### config.mk
export PLATFORM = sky130hd
export DESIGN_NAME = periodic_tick_timer
export DESIGN_NICKNAME = d
export VERILOG_FILES = /design/src/rtl/periodic_tick_pkg.sv /design/src/rtl/tick_counter_core.sv /design/src/rtl/periodic_tick_timer.sv
export VERILOG_INCLUDE_DIRS = /design/src /design/src/rtl
export SDC_FILE = /design/constraint.sdc
export NUM_CORES = 1
export LEC_CHECK = 0
export CAP_MARGIN = 0
export CORE_UTILIZATION = 63
export DETAILED_ROUTE_END_ITERATION = 12
export DONT_BUFFER_PORTS = 1
export PLACE_DENSITY = 0.79
export SLEW_MARGIN = 20
export SYNTH_ARGS = -nofsm -noshare
export SYNTH_HDL_FRONTEND = slang
export SYNTH_SLANG_ARGS = --single-unit
### constraint.sdc
create_clock -name clk_sys -period 3 [get_ports clk_sys]
set_clock_uncertainty 0.15 [all_clocks]
set_input_delay 0.15 -clock clk_sys [delete_from_list [all_inputs] [get_ports clk_sys]]
set_output_delay 0.15 -clock clk_sys [all_outputs]
set_load 0.005 [all_outputs]
### src/rtl/periodic_tick_consts.svh
// Register offsets, field positions, reset values and timing counts of the periodic tick timer.
// Behaviour
// RL1: Timeout sets flag, next period starts immediately.
// RL2: Counter on reference clock; crossings synchronized.
// RL3: Prescale select zero holds counter stopped.
// RL4: Interrupt request equals flag and enable.
// RL5: Flag clears on write one only.
// RL6: Debug freeze halts counter; normal mode sets-only.
// RL7: Write mask protects bit 7, bits 4-0.
// RL8: Wait-stop bit reinitializes counter in wait.
// RL9: Stop-run bit keeps counting in stop.
// RL10: Bits 1-0 choose prescaler ratio.
// RL11: Prescale and count select set rate jointly.
// RL12: Software waits for synchronization before rewriting period.
// RL13: Period is (count+1) times 1, 16, 256; the code holds the counter stopped for ratio 1 with count 0.
// RL14: Written period target locks three ref plus two.
// RL15: Start gives full period; changes apply at end.
// RL16: Write mask bit reads back as zero.
// RL17: Timeout event synchronized into bus domain.
`ifndef PERIODIC_TICK_CONSTS_SVH
`define PERIODIC_TICK_CONSTS_SVH

// Register offsets, printed as byte offsets on the plain register port.
`define OFS_TICK_CONTROL      8'h3c
`define OFS_TICK_COUNT_SELECT 8'h3d
`define OFS_IRQ_STATUS        8'h3e
`define OFS_IRQ_MASK          8'h3f

// Field positions of tick_control.
`define BIT_TIMEOUT_FLAG   7
`define BIT_DEBUG_FREEZE   6
`define BIT_WRITE_MASK     5
`define BIT_WAIT_STOP      4
`define BIT_STOP_RUN       3
`define BIT_IRQ_ENABLE     2
`define BIT_PRESCALE_HI    1
`define BIT_PRESCALE_LO    0

// Reset values.
`define RST_TICK_CONTROL      8'h00
`define RST_TICK_COUNT_SELECT 8'h00

// Prescaler reload values (ratio minus one) for codes 01, 10 and 11.
`define PRE_RELOAD_1   8'h00
`define PRE_RELOAD_16  8'h0f
`define PRE_RELOAD_256 8'hff

// Reference clock enable divider: bus cycles per reference clock tick.
`define REF_DIV 4
// Write lock: three reference ticks followed by two bus cycles.
`define LOCK_REF_TICKS 3
`define LOCK_BUS_CYCLES 2
`define LOCK_START 3'h5

`endif

### src/rtl/periodic_tick_pkg.sv
// Types shared by the periodic tick timer files.
package periodic_tick_pkg;

    typedef enum logic [1:0] {
        ST_IDLE = 2'b01,
        ST_RUN  = 2'b10
    } run_state_t;

    typedef logic [1:0] prescale_t;

    typedef logic [2:0] lock_t;

endpackage

### src/rtl/tick_counter_core.sv
// Prescaler and modulus down counter advanced by the reference clock enable.
`include "periodic_tick_consts.svh"

module tick_counter_core (
    // Clock and reset
    input  wire logic                         clk_sys,
    input  wire logic                         nrst,
    // Reference rate enable
    input  wire logic                         ref_en,
    // Synchronized period settings
    input  wire periodic_tick_pkg::prescale_t prescale_sel,
    input  wire logic [7:0]                   count_sel,
    // Mode controls
    input  wire logic                         reinit,
    input  wire logic                         hold,
    // Status
    output logic                              timeout_tgl,
    output logic                              running
);

    periodic_tick_pkg::run_state_t state_q;
    logic [7:0]                    pre_q;
    logic [7:0]                    mod_q;
    logic                          tgl_q;
    // Ratio of the period in progress, so a new prescale only lands at the period end.
    logic [7:0]                    reload_q;

    wire       is_off     = (prescale_sel == 2'h0) ||                                  // RL3
                            (prescale_sel == 2'h1 && count_sel == 8'h00);            // RL13
    wire [7:0] pre_reload = (prescale_sel == 2'h3) ? `PRE_RELOAD_256 :               // RL10
                            (prescale_sel == 2'h2) ? `PRE_RELOAD_16 : `PRE_RELOAD_1;
    wire       period_end = (state_q == periodic_tick_pkg::ST_RUN) && pre_q == 8'h00 && mod_q == 8'h00;

    always_ff @(posedge clk_sys or negedge nrst) begin
        if (!nrst) begin
            state_q <= periodic_tick_pkg::ST_IDLE;
            pre_q   <= 8'h00;
            mod_q   <= 8'h00;
            tgl_q   <= 1'b0;
            reload_q <= 8'h00;
        end else if (ref_en) begin
            case (state_q)
                periodic_tick_pkg::ST_IDLE: begin
                    if (!is_off && !reinit && !hold) begin
                        reload_q <= pre_reload;                                        // RL15
                        // Leaving the off setting starts a full period at once.
                        state_q <= periodic_tick_pkg::ST_RUN;                          // RL15
                        pre_q   <= pre_reload;                                         // RL13
                        mod_q   <= count_sel;                                          // RL11
                    end
                end
                periodic_tick_pkg::ST_RUN: begin
                    if (is_off || reinit) begin
                        state_q <= periodic_tick_pkg::ST_IDLE;                         // RL8
                    end else if (!hold) begin                                          // RL6
                        if (period_end) begin
                            reload_q <= pre_reload;                                    // RL15
                            tgl_q <= ~tgl_q;                                           // RL1
                            pre_q <= pre_reload;                                       // RL15
                            mod_q <= count_sel;                                        // RL15
                        end else if (pre_q == 8'h00) begin
                            pre_q <= reload_q;                                         // RL15
                            mod_q <= mod_q - 8'h01;
                        end else begin
                            pre_q <= pre_q - 8'h01;
                        end
                    end
                end
                default: begin
                    state_q <= periodic_tick_pkg::ST_IDLE;
                end
            endcase
        end
    end

    assign timeout_tgl = tgl_q;
    assign running     = (state_q == periodic_tick_pkg::ST_RUN);

endmodule // tick_counter_core

### src/rtl/periodic_tick_timer.sv
// Periodic tick timer: register file, domain crossings, mode handling and interrupt.
//
// Implementation choice: strobed register access.
`include "periodic_tick_consts.svh"

module periodic_tick_timer (
    // Clock and reset
    input  wire logic       clk_sys,
    input  wire logic       nrst,
    // Register port
    input  wire logic [7:0] addr,
    input  wire logic [7:0] wdata,
    input  wire logic       wr_en,
    input  wire logic       rd_en,
    output logic      [7:0] rdata,
    // Part operating modes
    input  wire logic       wait_mode,
    input  wire logic       stop_mode,
    input  wire logic       background_debug_mode,
    input  wire logic       special_mode,
    // Interrupt
    output logic            tick_irq
);

    // Advances a write lock: three reference ticks, then two bus cycles.
    function automatic periodic_tick_pkg::lock_t lock_next(input periodic_tick_pkg::lock_t l,
                                                           input logic                    tick);
        periodic_tick_pkg::lock_t r;
        r = l;
        if (l > 3'(`LOCK_BUS_CYCLES)) begin
            if (tick) begin
                r = l - 3'h1;
            end
        end else if (l != 3'h0) begin
            r = l - 3'h1;
        end
        return r;
    endfunction

    // Reference clock enable divider.
    logic [7:0] div_q;
    wire        ref_en = (div_q == 8'(`REF_DIV - 1));

    always_ff @(posedge clk_sys or negedge nrst) begin
        if (!nrst) begin
            div_q <= 8'h00;
        end else begin
            div_q <= ref_en ? 8'h00 : div_q + 8'h01;
        end
    end

    // Mode inputs come from outside this clock domain.
    logic [3:0] mode_s1_q;
    logic [3:0] mode_s2_q;

    always_ff @(posedge clk_sys or negedge nrst) begin
        if (!nrst) begin
            mode_s1_q <= 4'h0;
            mode_s2_q <= 4'h0;
        end else begin
            mode_s1_q <= {special_mode, background_debug_mode, stop_mode, wait_mode};
            mode_s2_q <= mode_s1_q;
        end
    end

    wire in_wait    = mode_s2_q[0];
    wire in_stop    = mode_s2_q[1];
    wire in_debug   = mode_s2_q[2];
    wire in_special = mode_s2_q[3];

    // Register state.
    logic                         flag_q;
    logic                         freeze_q;
    logic                         wait_stop_q;
    logic                         stop_run_q;
    logic                         irq_en_q;
    periodic_tick_pkg::prescale_t prescale_q;
    logic [7:0]                   count_q;
    logic                         wait_once_q;
    logic                         stop_once_q;
    periodic_tick_pkg::lock_t     lock_pre_q;
    periodic_tick_pkg::lock_t     lock_cnt_q;

    // Address decode.
    wire sel_ctl  = (addr == `OFS_TICK_CONTROL);
    wire sel_cnt  = (addr == `OFS_TICK_COUNT_SELECT);
    wire sel_sts  = (addr == `OFS_IRQ_STATUS);
    wire sel_msk  = (addr == `OFS_IRQ_MASK);
    wire wr_ctl   = wr_en && sel_ctl;
    wire wr_cnt   = wr_en && sel_cnt;
    wire masked   = wdata[`BIT_WRITE_MASK];                                             // RL7
    wire wr_low   = wr_ctl && !masked;                                                  // RL7

    // Write qualifiers per field.
    wire pre_take  = wr_low && (lock_pre_q == 3'h0);                                    // RL14
    wire cnt_take  = wr_cnt && (lock_cnt_q == 3'h0);                                    // RL14
    wire wait_take = wr_low && (in_special || !wait_once_q);                            // RL8
    wire stop_take = wr_low && (in_special || !stop_once_q);                            // RL9
    wire frz_d     = in_special ? wdata[`BIT_DEBUG_FREEZE]
                                : (freeze_q | wdata[`BIT_DEBUG_FREEZE]);                // RL6

    // Timeout event crossing back into the bus domain.
    logic tgl_ref;
    logic tgl_s1_q;
    logic tgl_s2_q;
    logic tgl_s3_q;
    wire  timeout_evt = tgl_s2_q ^ tgl_s3_q;                                            // RL17

    wire flag_clr = (wr_low && wdata[`BIT_TIMEOUT_FLAG]) || (wr_en && sel_sts && wdata[0]); // RL5

    always_ff @(posedge clk_sys or negedge nrst) begin
        if (!nrst) begin
            tgl_s1_q <= 1'b0;
            tgl_s2_q <= 1'b0;
            tgl_s3_q <= 1'b0;
        end else begin
            tgl_s1_q <= tgl_ref;                                                        // RL2
            tgl_s2_q <= tgl_s1_q;                                                       // RL2
            tgl_s3_q <= tgl_s2_q;
        end
    end

    // Flag: a timeout arriving with a clear still sets it.
    always_ff @(posedge clk_sys or negedge nrst) begin
        if (!nrst) begin
            flag_q <= 1'b0;
        end else if (timeout_evt) begin
            flag_q <= 1'b1;                                                             // RL1
        end else if (flag_clr) begin
            flag_q <= 1'b0;                                                             // RL5
        end
    end

    // Control bits.
    always_ff @(posedge clk_sys or negedge nrst) begin
        if (!nrst) begin
            freeze_q    <= 1'b0;
            wait_stop_q <= 1'b0;
            stop_run_q  <= 1'b0;
            irq_en_q    <= 1'b0;
            wait_once_q <= 1'b0;
            stop_once_q <= 1'b0;
        end else begin
            if (wr_ctl) begin
                freeze_q <= frz_d;                                                      // RL6
            end
            if (wait_take) begin
                wait_stop_q <= wdata[`BIT_WAIT_STOP];                                   // RL8
                wait_once_q <= 1'b1;
            end
            if (stop_take) begin
                stop_run_q  <= wdata[`BIT_STOP_RUN];                                    // RL9
                stop_once_q <= 1'b1;
            end
            if (wr_low) begin
                irq_en_q <= wdata[`BIT_IRQ_ENABLE];                                     // RL4
            end else if (wr_en && sel_msk) begin
                irq_en_q <= wdata[0];                                                   // RL4
            end
        end
    end

    // Period settings and their write locks.
    always_ff @(posedge clk_sys or negedge nrst) begin
        if (!nrst) begin
            prescale_q <= 2'(`RST_TICK_CONTROL);
            count_q    <= `RST_TICK_COUNT_SELECT;
            lock_pre_q <= 3'h0;
            lock_cnt_q <= 3'h0;
        end else begin
            if (pre_take) begin
                prescale_q <= wdata[`BIT_PRESCALE_HI:`BIT_PRESCALE_LO];                 // RL10
                lock_pre_q <= `LOCK_START;                                              // RL14
            end else begin
                lock_pre_q <= lock_next(lock_pre_q, ref_en);                            // RL14
            end
            if (cnt_take) begin
                count_q    <= wdata;                                                    // RL11
                lock_cnt_q <= `LOCK_START;                                              // RL14
            end else begin
                lock_cnt_q <= lock_next(lock_cnt_q, ref_en);                            // RL14
            end
        end
    end

    // Settings reach the counter after three reference ticks.
    periodic_tick_pkg::prescale_t pre_r1_q;
    periodic_tick_pkg::prescale_t pre_r2_q;
    periodic_tick_pkg::prescale_t pre_r3_q;
    logic [7:0]                   cnt_r1_q;
    logic [7:0]                   cnt_r2_q;
    logic [7:0]                   cnt_r3_q;

    always_ff @(posedge clk_sys or negedge nrst) begin
        if (!nrst) begin
            pre_r1_q <= 2'h0;
            pre_r2_q <= 2'h0;
            pre_r3_q <= 2'h0;
            cnt_r1_q <= 8'h00;
            cnt_r2_q <= 8'h00;
            cnt_r3_q <= 8'h00;
        end else if (ref_en) begin
            pre_r1_q <= prescale_q;                                                     // RL2
            pre_r2_q <= pre_r1_q;
            pre_r3_q <= pre_r2_q;
            cnt_r1_q <= count_q;                                                        // RL2
            cnt_r2_q <= cnt_r1_q;
            cnt_r3_q <= cnt_r2_q;
        end
    end

    // Mode effects on the counter.
    wire reinit = wait_stop_q && in_wait;                                               // RL8
    wire hold   = (freeze_q && in_debug) || (!stop_run_q && in_stop);                   // RL6 RL9

    tick_counter_core u_core (
        .clk_sys      (clk_sys),
        .nrst         (nrst),
        .ref_en       (ref_en),
        .prescale_sel (pre_r3_q),
        .count_sel    (cnt_r3_q),
        .reinit       (reinit),
        .hold         (hold),
        .timeout_tgl  (tgl_ref),
        .running      ()
    );

    // Read data, one cycle after the read strobe.
    wire [7:0] ctl_rd = {flag_q, freeze_q, 1'b0, wait_stop_q, stop_run_q, irq_en_q, prescale_q}; // RL16
    wire [7:0] rd_mux = sel_ctl ? ctl_rd :
                        sel_cnt ? count_q :
                        sel_sts ? {7'h00, flag_q} :
                        sel_msk ? {7'h00, irq_en_q} : 8'h00;

    always_ff @(posedge clk_sys or negedge nrst) begin
        if (!nrst) begin
            rdata <= 8'h00;
        end else if (rd_en) begin
            rdata <= rd_mux;
        end
    end

    assign tick_irq = flag_q && irq_en_q;                                               // RL4

endmodule // periodic_tick_timer

==> flow_results.org, run 1 <==
** Outcome
- The flow ran to the end, and the final reports show no timing, DRC or antenna violations.

** Power and ir drop
- Worst voltage drop across the vdd grid :: 0.0003883 V
- Power per cell area :: between 500 and 600 mW/mm2
- Static leakage :: approximately 2.6 nW

** Layout
- The library cell used most frequently in the layout, excluding fill and tap cells, is nand2_1.
- The number of antenna diodes in the final layout is 0.
- Commonest non-fill, non-tap cells in the layout :: 112 x nand2_1, 100 x dfrtp_1, 24 x dlygate4sd3_1
- P&R area growth vs syn :: 11.35%
- Final net count :: between 500 and 600
- Fraction of final layout cells sized beyond drive strength 1 :: 10.53%

** Clocking
- Quantity of gates resized following cts :: 0
- CTS tree :: yes
- Number of hold buffers added after cts :: 25
- Clock slew at the register clock pins of the worst setup and hold paths :: 0.10 ns
- Clock buffer count from CTS :: 9
- CTS HTree Levels :: 3
- For the worst-skew pair, the clock arrives at the later sink with an insertion delay of between 0.3 and 0.4 ns.
- The tree is rooted in a clkbuf_8.
- The clock net in this run drives a total of just over 100 sinks.
- Buffers added to address setup during post-CTS repair amount to 0.
- Counting along the longest clock path gives a buffer depth of 2.

** Timing
- After layout, the worst path uses around 90% of the clock period.
- Setup violations remaining at the end of the flow were counted as 0.
- The max-slew violation total from the final report came to 0.
- For this run, the top clock speed supported by timing is 369.8 MHz.
- Final min period :: about 2.7 ns
- Setup total negative slack on the finished layout was measured at 0 ns.
- Setup repair after global routing left no endpoint under its margin.
- Final hold vios :: 0
- At the pin with the least slew margin, the transition time is ~0.64 ns.
- Setup slack on the critical path of the routed design comes to around 0.3 ns.
- The worst pin sits at a relative slew slack of approximately 57%.
- Final hold analysis gives a worst-case slack of between 0.05 and 0.06 ns.

** Placement
- At the placement stage, the worst setup path has a slack of between 0.4 and 0.5 ns.
- Routability congestion estimate :: between 0.8 and 0.9
- The count of buffers added on input and output ports is 0.
- The wire-length estimate of the detail-placed layout is about 6.4 mm.

** Critical path
- Arrival time at the worst endpoint :: 2.86 ns
- In this run the worst path has a maximum fanout of 11.
- Cell with the largest stage delay on the worst path :: dlygate4sd3_1
- Critical Path, Cell by Cell :: dlygate4sd3_1 -> nor3_1 -> nand3_1 -> dlygate4sd3_1 -> a21oi_1 -> dlygate4sd3_1
- CP most frequent cell :: dlygate4sd3_1
- The worst setup path is of the primary input to register kind.
- Largest incremental delay on the critical path :: roughly 0.78 ns
- Type of destination of the critical path :: register
- STA puts the critical path data required time at 3.16 ns.
- STA classifies the critical path startpoint as a primary input.

** Detailed routing
- Drt first pass iters :: 4
- # DRC :: 0
- Routed wire length :: 9.922 mm
- In the final routed layout, each cell accounts on average for 16.73 um.
- For this block, the initial DRC count from the detailed router was approximately 220.
- In this run the remaining antenna-violating nets after routing total 0.
- Vias per cell :: ~5.9
- The detailed router placed ~3500 vias in this run.

** Yosys
- Of all flip-flops after synthesis, the portion carrying an async set or reset was 100.0%.
- Yosys printed 0 warnings.
- Among all flip-flop cells after synthesis, the most frequent one is dfrtp_1.
- In this run the mean area of a mapped cell was about 10 um2.
- Number of different library cells in the post-synthesis netlist :: between 50 and 60
- The cell area that synthesis handed to floorplanning was 0.004752 mm2.
- The synthesized design contains 0 enable-type register cells.
- Gate Count Post-Synth :: 467
- Post-Syn Nets :: around 500
- Post-synthesis sequential element count :: slightly above 100
- After synthesis, flip-flops and latches occupy 53.21% of the total area.

** GRT
- After global routing the overflow that remains totals 0.
- Number of antenna violations at the first check in global routing :: 0
- The via count of the first global-routing pass was 3470.
- The first global-routing pass estimated 16.26 mm of wire.
- Entering global routing, the biggest net connects 102 pins.
- Global routing consumed, over all layers together, 27.74% of the routing resources.

** Floorplan
- The initial utilization of the core area, before any placement, comes to 65.52%.
- The floorplan step defined a die boundary enclosing between 0.007 and 0.008 mm2.
- After floorplanning, the core was divided into 31 placement rows.
- The core region is slightly above 0.007 mm2.
- Die Y-Extent :: just under 90 um
- Die W :: roughly 90 um
- Pin placement for this block handled 33 I/O pins.

** Flow run
- Max-cap violations in this run came to 0.

** Min path
- Tightest Hold Check Type :: primary input to register
[layer usage]
metal / wire length (um) / GRT usage [%] / part of all wire [%] / vias up
met5: 0 / 0 / 0 / -
met4: 297 / 12.02 / 3.0 / 0
met3: 410 / 6.996 / 4.1 / 32
met2: 4887 / 45.52 / 49 / 103
met1: 4326 / 35.13 / 44 / 1720
li1: - / - / - / 1666
[sequential cells by signal (all words and copies together), names as in the netlist, 3 cells and up]
register	flops
count_q	8
mode_s2_q	4
div_q	8
cnt_r1_q	8
mode_s1_q	4
lock_pre_q	3
u_core.mod_q	8
rdata	8
cnt_r2_q	8
lock_cnt_q	3
u_core.pre_q	8
cnt_r3_q	8
[metrics by stage]
stage | utilization [%] | area, um2 | total power, mW | cells
finish | 72.95 | 5291 | 2.696 | 593
global route | 72.95 | 5291 | 2.809 | 593
CTS | 72.95 | 5291 | 2.699 | 593
detailed placement | 66.36 | 4813 | 1.748 | 552
global placement | 66.36 | 4813 | 1.728 | 552
floorplan | - | 4752 | 1.699 | 467
[cells in the mapped netlist, types with 5 or more instances]
master	instances	area (um2)
a21oi_1	14	70.07
a31oi_1	6	37.54
and3_1	5	31.28
buf_2	5	25.02
clkbuf_1	8	30.03
dfrtp_1	100	2502
ha_1	10	125.1
inv_1	21	78.83
mux2_2	15	168.9
mux2i_1	12	120.1
nand2_1	112	420.4
nand2b_1	5	31.28
nand3_1	9	45.04
nand4_1	10	62.56
nor2_1	23	86.33
nor3_1	7	35.03
o21ai_0	18	90.09
o21ai_1	5	25.02
o22ai_1	7	43.79
xnor2_1	8	70.07
[power by group]
part	internal (mW)	total, mW	switching, mW
Sequential	1.42	1.48	0.0567
Clock	0.436	0.897	0.461
Combinational	0.147	0.321	0.174
[logic make-up after synthesis]
logic type,Yosys count,synth area share [%]
simple gates,195,20.12
flops,101,53.21
compound gates,83,11.85
buf+inv,39,3.607
mux,28,6.556
xor+xnor,11,2.028
fa+ha+maj,10,2.633
[final cells by class]
| type | instances | area [um2] |
|---|---|---|
| fill | 545 | 1962 |
| inverter | 21 | 78.83 |
| tap | 99 | 123.9 |
| clock buffer | 12 | 155.1 |
| sequential | 101 | 2529 |
| timing repair buffer | 29 | 297.8 |
| multi-input combinational | 327 | 2052 |
| clock inverter | 4 | 55.05 |
[final timing paths]
check,from,end,slack (ns),depth (start not counted)
setup / recovery,addr[0],irq_en_q,0.30,6
hold / removal,rd_en,rdata[2],0.05,2
setup reg to reg,u_core.pre_q[0],u_core.mod_q[1],0.46,7
hold reg to reg,mode_s1_q[3],mode_s2_q[3],0.21,0
max in group asynchronous,nrst,u_core.state_q[0],2.08,2
min in group asynchronous,nrst,cnt_r3_q[3],0.19,2
[worst max-delay path: cells and delay by family]
kind / cells / cell delay [ns]
compound gates: 1 / 0.13
buf+inv: 3 / 1.99
simple gates: 2 / 0.59
Power figures use the tool's default switching activity.
==> run 2: changes to the inputs <==
--- a/config.mk
+++ b/config.mk
@@ -11,7 +11,8 @@
 export DETAILED_ROUTE_END_ITERATION = 12
 export DONT_BUFFER_PORTS = 1
 export PLACE_DENSITY = 0.79
-export SLEW_MARGIN = 20
+export RECOVER_POWER = 25
+export SLEW_MARGIN = 40
 export SYNTH_ARGS = -nofsm -noshare
 export SYNTH_HDL_FRONTEND = slang
 export SYNTH_SLANG_ARGS = --single-unit
==> run 2 against run 1 <==
The flow now finishes with violations (capacitance limit, slew limit). Highest routed layer unchanged. Sequential share of layout area rose by 0.20 points. First-iteration DRC count did not move. Register-to-register slack barely moved. Largest cell class unchanged. Clock-buffer cell count did not move. Global-route usage did not move.
==> flow_results.org, run 2 (synthesized netlist as in run 1, its figures left out) <==
** Outcome
- Run status :: finished, violations left (was finished clean)
- The final reports fail on capacitance limit, slew limit.

** Layout
- The most common library cell in the layout ignoring fill and taps was nand2_1 (unchanged).
- The final layout net count is 523 (unchanged).
- The share of final-layout standard cells stronger than drive strength 1 came to 10.53% (unchanged).
- The antenna cell count was 0 (unchanged).
- Commonest non-fill, non-tap cells in the layout :: 112 x nand2_1, 100 x dfrtp_1, 24 x dlygate4sd3_1 (unchanged)
- P&R area growth vs syn :: 10.87% (was 11.35%)
- The number of inserted filler cells in the final layout was 548 (was 545).

** Clocking
- The number of gates resized after cts was 0 (unchanged).
- The number of clock sinks was 101 (unchanged).
- The H-tree depth was 3 (unchanged).
- Buffer cell driving the clock tree root :: clkbuf_8 (unchanged)
- Number of hold buffers added after cts :: 25 (unchanged)
- Number of buffers inserted to repair setup after CTS :: 0 (unchanged)
- Max Buffers Root-to-Sink :: 2 (unchanged)
- Clock buffer count from CTS :: 9 (unchanged)
- Clock latency at the later pin of the worst-skew pair :: 0.37 ns (was 0.36 ns)
- The clock-pin slew of the registers on the worst-case setup and hold paths came to 0.10 ns (about the same).
- CTS tree :: yes (unchanged)

** Timing
- Max-slew headroom :: -43.89% (was 57.35%)
- Achievable Freq :: 369.3 MHz (was 369.8 MHz)
- Unrepaired setup endpoints after global routing :: no (unchanged)
- The number of setup violations in the final report came to 0 (unchanged).
- The setup TNS after final layout is 0 ns (unchanged).
- The actual transition at the worst max-transition pin came to 2.158 ns (was 0.6376 ns).
- The final clock period utilization by the worst path is 90.27% (was 90.15%).
- Final hold vios :: 0 (unchanged)
- Final min period :: 2.708 ns (was 2.704 ns)
- The worst hold-check slack came to 0.05064 ns (was 0.05356 ns).
- The max-slew violation total from the final report is 102 (was 0).

** GRT
- The pin count of the biggest net entering global routing was 102 (unchanged).
- Number of antenna violations at the first check in global routing :: 0 (unchanged)
- The first-pass GRT wire length came to 16.26 mm (unchanged).
- Number of global-route vias before repair :: 3470 (unchanged)
- Total congestion overflow after global routing :: 0 (unchanged)
- The global-route usage over all layers is 27.74% (unchanged).

** Min path
- The worst hold path stage count was 2 (unchanged).
- The sink of the worst hold path is rdata[2] (unchanged).
- The source of the worst hold timing path is rd_en (unchanged).
- Tightest Hold Check Type :: primary input to register (unchanged)

** Floorplan
- Initial core utilization :: 65.52% (unchanged)
- The number of standard-cell rows in the floorplan is 31 (unchanged).
- Area enclosed by the die boundary :: 0.007894 mm2 (unchanged)
- The die boundary height is 88.85 um (unchanged).
- The x dimension of the die was 88.85 um (unchanged).
- The total I/O pin count is 33 (unchanged).
- The area of the core was 0.007253 mm2 (unchanged).

** Power and ir drop
- The leakage power figure is 2.547 nW (was 2.556 nW).
- Worst voltage drop across the vdd grid :: 0.0003886 V (was 0.0003883 V)
- The power density relative to cell area came to 511.3 mW/mm2 (was 509.5 mW/mm2).

** Critical path
- The critical register-to-register path endpoint is u_core.mod_q[1] (unchanged).
- The largest fanout of any net on the critical path is 11 (unchanged).
- The number of cells traversed by the worst register-to-register path was 7 (unchanged).
- The kind of capture point of the worst setup path was a register (unchanged).
- Data required time at the worst endpoint :: 3.16 ns (about the same)
- Register-to-register path setup slack :: 0.46 ns (about the same)
- Arrival time at the worst endpoint :: 2.87 ns (was 2.86 ns)
- Category of the worst setup path launch point :: primary input (unchanged)
- The startpoint-to-endpoint class of the critical path was primary input to register (unchanged).
- Launch instance of the worst register-to-register path :: u_core.pre_q[0] (unchanged)

** Placement
- The final estimated routing congestion in global placement came to 0.8468 (unchanged).
- The quantity of I/O buffers inserted on ports is 0 (unchanged).
- The detailed-placement wirelength estimate came to 6.403 mm (unchanged).

** Detailed routing
- The mean number of vias per cell came to 5.911 (was 5.938).
- Drt first pass iters :: 5 (was 4)
- # DRC :: 0 (unchanged)
- The average wire length per cell after detail routing is 16.74 um (was 16.73 um).
- The overall routed net length was 9.924 mm (was 9.922 mm).
- The number of DRC markers after the initial detailed-route iteration came to 224 (unchanged).
- The via count came to 3505 (was 3521).
- The post-route antenna net violation count is 0 (unchanged).

** Flow run
- The number of max-capacitance violations reported is 1 (was 0).
[run 2: routing by layer]
layer  GRT usage (%)  part of all wire, %  vias to the layer above
li1                -                    -                     1666
met1           35.13                   44                     1712
met2           45.52                   50                      104
met3           6.996                  4.1                       23
met4           12.02                  2.2                        0
met5               0                    0                        -
[run 2: area by class of cell]
cell class	count	area [um2]	share of cell area, %
inverters	21	78.83	1.496
clock buffers	12	155.1	2.945
repair buffers	29	275.3	5.224
multi-input cells	327	2052	38.95
clock inverters	4	55.05	1.045
flip-flops and latches	101	2529	47.99
well taps	99	123.9	2.351
[run 2: worst max-delay path: stages]
cell	delay, ns
dlygate4sd3_1	0.79
nor3_1	0.38
nand3_1	0.21
dlygate4sd3_1	0.65
a21oi_1	0.13
dlygate4sd3_1	0.55
[run 2: worst max-delay path by stage]
stage / start / end / slack (ns)
floorplan: u_core.pre_q[0] / u_core.pre_q[6] / 0.87
global placement: u_core.pre_q[0] / u_core.reload_q[3] / 0.61
finish: addr[0] / irq_en_q / 0.29
CTS: addr[0] / irq_en_q / 0.38
global route: nrst / div_q[4] / 0.11
detailed placement: u_core.pre_q[0] / u_core.mod_q[4] / 0.46
[run 2: where the power goes]
| group | leakage (nW) | switching, mW | internal, mW |
|---|---|---|---|
| Combinational | 1.08 | 0.173 | 0.144 |
| Sequential | 1.36 | 0.0564 | 1.42 |
| Clock | 0.103 | 0.462 | 0.437 |
| Total | 2.55 | 0.692 | 2.00 |
[run 2: metrics by stage]
stage               area, um2  std cells  setup WS [ns]  total power, mW  utilization [%]
global route             5269        593         0.1139            2.805            72.64
CTS                      5291        593         0.3762            2.699            72.95
global placement         4813        552         0.6150            1.728            66.36
finish                   5269        593         0.2920            2.694            72.64
detailed placement       4813        552         0.4639            1.748            66.36
floorplan                4752        467         0.8715            1.699                -
